<file path="src/shared/rot_set_pkg.sv">
// package of constants for the rotate-right and set-all-ones decoder
package rot_set_pkg;
	// ************************************************************
	// instruction encoding
	// ************************************************************
	localparam int WORD_W = 16;
	localparam int DATA_W = 8;
	localparam int ADDR_W = 8;
	localparam int BANK_W = 4;
	localparam int FADDR_W = 12;
	localparam int OPC_HI = 15;
	localparam int OPC_LO = 10;
	localparam int SET_OPC_LO = 9;
	localparam int DEST_BIT = 9;
	localparam int BANK_BIT = 8;
	localparam logic [5:0] ROTATE_OPC = 6'h10;
	localparam logic [6:0] SET_OPC = 7'h34;
	localparam logic [DATA_W-1:0] ALL_ONES = 8'hff;
	localparam logic [DATA_W-1:0] ZERO_BYTE = 8'h00;
	localparam logic [BANK_W-1:0] ZERO_BANK = 4'h0;
	localparam logic [BANK_W-1:0] ACCESS_HI_BANK = 4'hf;
	localparam int ACCESS_SPLIT_BIT = 7;
	localparam int NEG_BIT = 7;

	// ************************************************************
	// decoded operation
	// ************************************************************
	typedef enum logic [1:0] {
		OP_NONE = 2'b00,
		OP_ROTATE = 2'b01,
		OP_SET = 2'b10
	} op_t;
endpackage : rot_set_pkg

</file>
<file path="src/design/rot_bank_map.sv">
// bank address mapping for file register accesses
`timescale 1ns/10ps
`default_nettype none
module rot_bank_map
	import rot_set_pkg::*;
(
	input wire logic bank_sel,
	input wire logic [BANK_W-1:0] bank_select_register,
	input wire logic [ADDR_W-1:0] low_addr,
	output logic [FADDR_W-1:0] full_addr
);
	// ************************************************************
	// address formation
	// ************************************************************
	// access bank: low half at bank 0, high half at top bank
	always_comb
	begin
		if (bank_sel)
			full_addr = {bank_select_register, low_addr};
		else if (low_addr[ACCESS_SPLIT_BIT])
			full_addr = {ACCESS_HI_BANK, low_addr};
		else
			full_addr = {ZERO_BANK, low_addr};
	end
endmodule : rot_bank_map
`default_nettype wire

</file>
<file path="src/design/rot_set_exec.sv">
// decode and execute of rotate-right-no-carry and set-all-ones
// Notes on behaviour
// - opcode 0100 00da rotates file register right, bit 0 into bit 7, no carry
// - rotate with destination 0 writes accumulator, file register unchanged
// - rotate with destination 1 writes result back to the same register
// - rotate bank bit 0 uses access bank; 1 uses bank select register
// - opcode 0110 100a writes FFh into the addressed file register
// - set bank bit 0 uses access bank; 1 uses bank select register
//
// The implementer's own choices: strobed register access and the placing of the registers.
`timescale 1ns/10ps
`default_nettype none
module rot_set_exec
	import rot_set_pkg::*;
(
	input wire logic clk_sys,
	input wire logic rst_n,
	input wire logic clk_en,
	input wire logic instr_valid,
	input wire logic [WORD_W-1:0] instr_word,
	input wire logic [BANK_W-1:0] bank_select_register,
	input wire logic [DATA_W-1:0] file_rd_data,
	output logic [FADDR_W-1:0] file_rd_addr,
	output logic file_wr_en,
	output logic [FADDR_W-1:0] file_wr_addr,
	output logic [DATA_W-1:0] file_wr_data,
	output logic [DATA_W-1:0] accum,
	output logic flag_neg,
	output logic flag_zero,
	output logic instr_done,
	output logic instr_other
);
	// ************************************************************
	// decode
	// ************************************************************
	op_t op;
	logic dest_bit;
	logic bank_bit;
	logic [DATA_W-1:0] rot_result;
	logic [DATA_W-1:0] accum_reg;
	logic neg_reg;
	logic zero_reg;
	logic wr_en_reg;
	logic [FADDR_W-1:0] wr_addr_reg;
	logic [DATA_W-1:0] wr_data_reg;
	logic done_reg;
	logic other_reg;

	// opcode match on the upper bits
	always_comb
	begin
		if (!instr_valid)
			op = OP_NONE;
		else if (instr_word[OPC_HI:OPC_LO] == ROTATE_OPC)
			op = OP_ROTATE;
		else if (instr_word[OPC_HI:SET_OPC_LO] == SET_OPC)
			op = OP_SET;
		else
			op = OP_NONE;
	end

	assign dest_bit = instr_word[DEST_BIT];
	assign bank_bit = instr_word[BANK_BIT];

	// bank select or access bank for both operations
	rot_bank_map u_bank_map (
		.bank_sel(bank_bit),
		.bank_select_register(bank_select_register),
		.low_addr(instr_word[ADDR_W-1:0]),
		.full_addr(file_rd_addr)
	);

	// ************************************************************
	// execute
	// ************************************************************
	// right rotate, bit 0 wraps to bit 7
	assign rot_result = {file_rd_data[0], file_rd_data[DATA_W-1:1]};

	// file register write port
	always_ff @(posedge clk_sys or negedge rst_n)
	begin
		if (!rst_n)
		begin
			wr_en_reg <= 1'b0;
			wr_addr_reg <= '0;
			wr_data_reg <= ZERO_BYTE;
		end
		else if (clk_en)
		begin
			case (op)
				OP_ROTATE:
				begin
					wr_en_reg <= dest_bit;
					wr_addr_reg <= file_rd_addr;
					wr_data_reg <= rot_result;
				end
				OP_SET:
				begin
					wr_en_reg <= 1'b1;
					wr_addr_reg <= file_rd_addr;
					wr_data_reg <= ALL_ONES;
				end
				default:
				begin
					wr_en_reg <= 1'b0;
				end
			endcase
		end
	end

	// accumulator takes rotate result when destination is 0
	always_ff @(posedge clk_sys or negedge rst_n)
	begin
		if (!rst_n)
			accum_reg <= ZERO_BYTE;
		else if (clk_en && op == OP_ROTATE && !dest_bit)
			accum_reg <= rot_result;
	end

	// status flags from rotate only
	always_ff @(posedge clk_sys or negedge rst_n)
	begin
		if (!rst_n)
		begin
			neg_reg <= 1'b0;
			zero_reg <= 1'b0;
		end
		else if (clk_en && op == OP_ROTATE)
		begin
			neg_reg <= rot_result[NEG_BIT];
			zero_reg <= (rot_result == ZERO_BYTE);
		end
	end

	// completion strobes, one per instruction cycle
	always_ff @(posedge clk_sys or negedge rst_n)
	begin
		if (!rst_n)
		begin
			done_reg <= 1'b0;
			other_reg <= 1'b0;
		end
		else if (clk_en)
		begin
			done_reg <= (op != OP_NONE);
			other_reg <= instr_valid && (op == OP_NONE);
		end
	end

	// ************************************************************
	// outputs
	// ************************************************************
	assign file_wr_en = wr_en_reg && clk_en;
	assign file_wr_addr = wr_addr_reg;
	assign file_wr_data = wr_data_reg;
	assign accum = accum_reg;
	assign flag_neg = neg_reg;
	assign flag_zero = zero_reg;
	assign instr_done = done_reg && clk_en;
	assign instr_other = other_reg && clk_en;
endmodule : rot_set_exec
`default_nettype wire

</file>
<file path="config.mk">
export PLATFORM = sky130hd
export DESIGN_NAME = rot_set_exec
export DESIGN_NICKNAME = d
export VERILOG_FILES = /design/src/shared/rot_set_pkg.sv /design/src/design/rot_bank_map.sv /design/src/design/rot_set_exec.sv
export SDC_FILE = /design/constraint.sdc
export NUM_CORES = 1
export LEC_CHECK = 0
export BUFFER_PORTS_ARGS = -buffer_cell sky130_fd_sc_hd__buf_2
export CAP_MARGIN = 20
export CELL_PAD_IN_SITES_DETAIL_PLACEMENT = 0
export CELL_PAD_IN_SITES_GLOBAL_PLACEMENT = 2
export CORE_MARGIN = 2
export CORE_UTILIZATION = 29
export CTS_CLUSTER_DIAMETER = 40
export CTS_CLUSTER_SIZE = 30
export DETAILED_ROUTE_END_ITERATION = 16
export GPL_TIMING_DRIVEN = 0
export PLACE_DENSITY_LB_ADDON = 0.1
export SYNTH_ARGS = -nofsm -noshare
export SYNTH_HDL_FRONTEND = slang
export SYNTH_SLANG_ARGS = --single-unit
</file>
<file path="constraint.sdc">
create_clock -name clk_sys -period 1.9 [get_ports clk_sys]
set_input_delay 0.38 -clock clk_sys [delete_from_list [all_inputs] [get_ports clk_sys]]
set_output_delay 0.38 -clock clk_sys [all_outputs]
set_load 0.02 [all_outputs]
</file>
==> impl_metrics.tcl <==
set metrics [dict create \
    status "finished, final reports clean" \
    port_buffers 76 \
    final_util_pct 42.5 \
    clk_latency_ns 0.28 \
    die_h_um 75.1 \
    synth_fp_nets 141 \
    end_kind "flip-flop" \
    synth_top_area_share_pct 56.4 \
    setup_violations 0 \
    final_cell_mix "76 x buf_2, 33 x dfrtp_1, 19 x mux2_2, 11 x nand2_1, 9 x buf_4" \
    finalCritPeriodShare_pct 91.0 \
    syn_avg_cell_area_um2 13.4 \
    grt_pass1_wl_um 5190 \
    cp_max_fo 10 \
    startpoint "instr_word[15]" \
    die_w_um 75.1 \
    grt.total_usage_pct 12.4 \
    wl_per_cell_um 12.4 \
    pre_cts_slack_ns -0.145 \
    multi_input_area_um2 542 \
    fin_ws_ns 0.171 \
    final_area_mm2 0.00203 \
    worst_pin_slew_ns 0.744 \
    syn-instance-count 109 \
    start_kind "primary input" \
    postCtsSetupRepairBufs 0 \
    final-hold-violation-count 0 \
    worstHoldPathType "primary input to async pin" \
    max_freq_mhz 578 \
    tns_ns 0 \
    cts_buffers 5 \
    clk_pin_slew_ns 0.07 \
    max_cap_viol_count 0 \
    ys.warnings.count 0 \
    yosys_register_bits 33 \
    whs_ns 0.161 \
    peakVddDrop_v 0.000463 \
    gp_congestion 0.890 \
    wl_um 3210 \
    dp_hpwl_um 2510 \
    vias 1135 \
    netlist_area_mm2 0.00147 \
    cts_resized 0 \
    slew_viol_final 0 \
    clock_path_buffers 2 \
    synth_cell_type_count 25 \
    core_mm2 0.00479 \
    num-fill-cells 490 \
    place_area_mm2 0.00193 \
    largest_register_ffs 12 \
    period_needed_ns 1.73 \
    drt-initial-drc-count 22 \
    cts_tree "yes" \
    nets 224 \
    grt_max_degree 34 \
    dieArea_mm2 0.00564 \
    power.density_mw_per_mm2 874 \
    finClkSkew_ns 0 \
    gr-total-overflow 0 \
    antenna_found_initial 0 \
    required_ns 2.06 \
    slew_headroom_pct 50.4 \
    cts.sinks 33 \
    cts_hold_buf 0 \
    arrival_ns 1.89 \
    leakagePower_nw 1.13 \
    rsz0062_at_grt "false" \
    synthTopCellsByArea "dfrtp_1 56%, mux2_2 15%, o22a_1 4.8%" \
    regArea_um2 826 \
    pin_count 77 \
    seq_area_frac_synth_pct 56.4 \
    cts_root_buf "clkbuf_8" \
    rows 25 \
    start_util_pct 30.6 \
    final_common_cell "buf_2" \
    drc 0 \
    reg2reg_from "wr_en_reg$_DFFE_PN0P_" \
    synthToLayoutAreaGrowth_pct 38.8 \
    ctsHtreeMaxLevel 2 \
    drive_above_1_share_pct 63.0 \
    first_pass_iters 4 \
    synth_area_leader_cell "dfrtp_1" \
    grt_pass1_vias 1161 \
    antenna_left 0 \
    post_drt_via_cell_ratio 4.38 \
    diodes 0 \
    crit_type "primary input to flip-flop" \
]
logic make-up after synthesis:
group	after synthesis	synth area share (%)
buffers and inverters	13	6.66
DFF	33	56.4
muxes	21	16.7
AOI/OAI and AO/OA	16	9.48
and+or+nand+nor	26	10.8
power breakdown:
| group | internal (mW) | switching (mW) | leakage (nW) |
|---|---|---|---|
| clock network | 0.381 | 0.239 | 0.0540 |
| logic | 0.147 | 0.205 | 0.634 |
| registers | 0.772 | 0.0329 | 0.444 |
| total | 1.30 | 0.477 | 1.13 |
worst max-delay path, stage by stage:
cell,delay [ns]
buf_2,0.10
or4b_4,0.58
a211oi_4,0.28
buf_4,0.24
mux2_4,0.31
per-stage QoR:
| stage | power (mW) | instances |
|---|---|---|
| 2_1_floorplan | 1.02 | 109 |
| 3_3_place_gp | 1.17 | 252 |
| 3_5_place_dp | 1.18 | 252 |
| 4_1_cts | 1.81 | 259 |
| 5_1_grt | 1.88 | 259 |
| 6_report | 1.78 | 259 |
metal layers:
metal / wire [um] / GRT usage (%) / up-vias
met1: 1240 / 14.4 / 538
met3: 311 / 4.55 / 5
met2: 1610 / 21.2 / 45
li1: - / - / 547
met4: 49 / 4.37 / 0
met5: 0 / 0 / -
layout make-up:
type                       instances  area share (%)
sequential                        33            40.6
timing repair buffer              76            18.7
clock buffer                       5            3.38
clock inverter                     2            1.72
buffer                            11            4.43
tap                               67            4.12
multi-input combinational         63            26.6
inverter                           2           0.369
synthesized netlist by cell type, drive strengths merged:
| library cell | instances |
|---|---|
| a2111oi | 1 |
| a211oi | 1 |
| a21o | 1 |
| a31o | 1 |
| and2 | 3 |
| and2b | 1 |
| buf | 11 |
| dfrtp | 33 |
| inv | 2 |
| mux2 | 21 |
| nand2 | 11 |
| nand2b | 1 |
| nand3b | 1 |
| nor3 | 2 |
| nor4 | 2 |
| o21ai | 3 |
| o22a | 8 |
| o2bb2ai | 1 |
| or2 | 3 |
| or4b | 1 |
| or4bb | 1 |
final timing paths:
path                       depth (start not counted)  slack (ns)                            to
max in group asynchronous                          1        1.26         flag_zero$_DFFE_PN0P_
setup / recovery                                   5        0.17  file_wr_addr[10]$_DFFE_PN0P_
min in group clk_sys                               2        0.35   file_wr_addr[6]$_DFFE_PN0P_
setup reg to reg                                   2        1.07         wr_en_reg$_DFFE_PN0P_
hold / removal                                     1        0.16          accum[7]$_DFFE_PN0P_
hold reg to reg                                    1        0.47          done_reg$_DFFE_PN0P_
No activity file was read; power rests on OpenSTA's default activity.
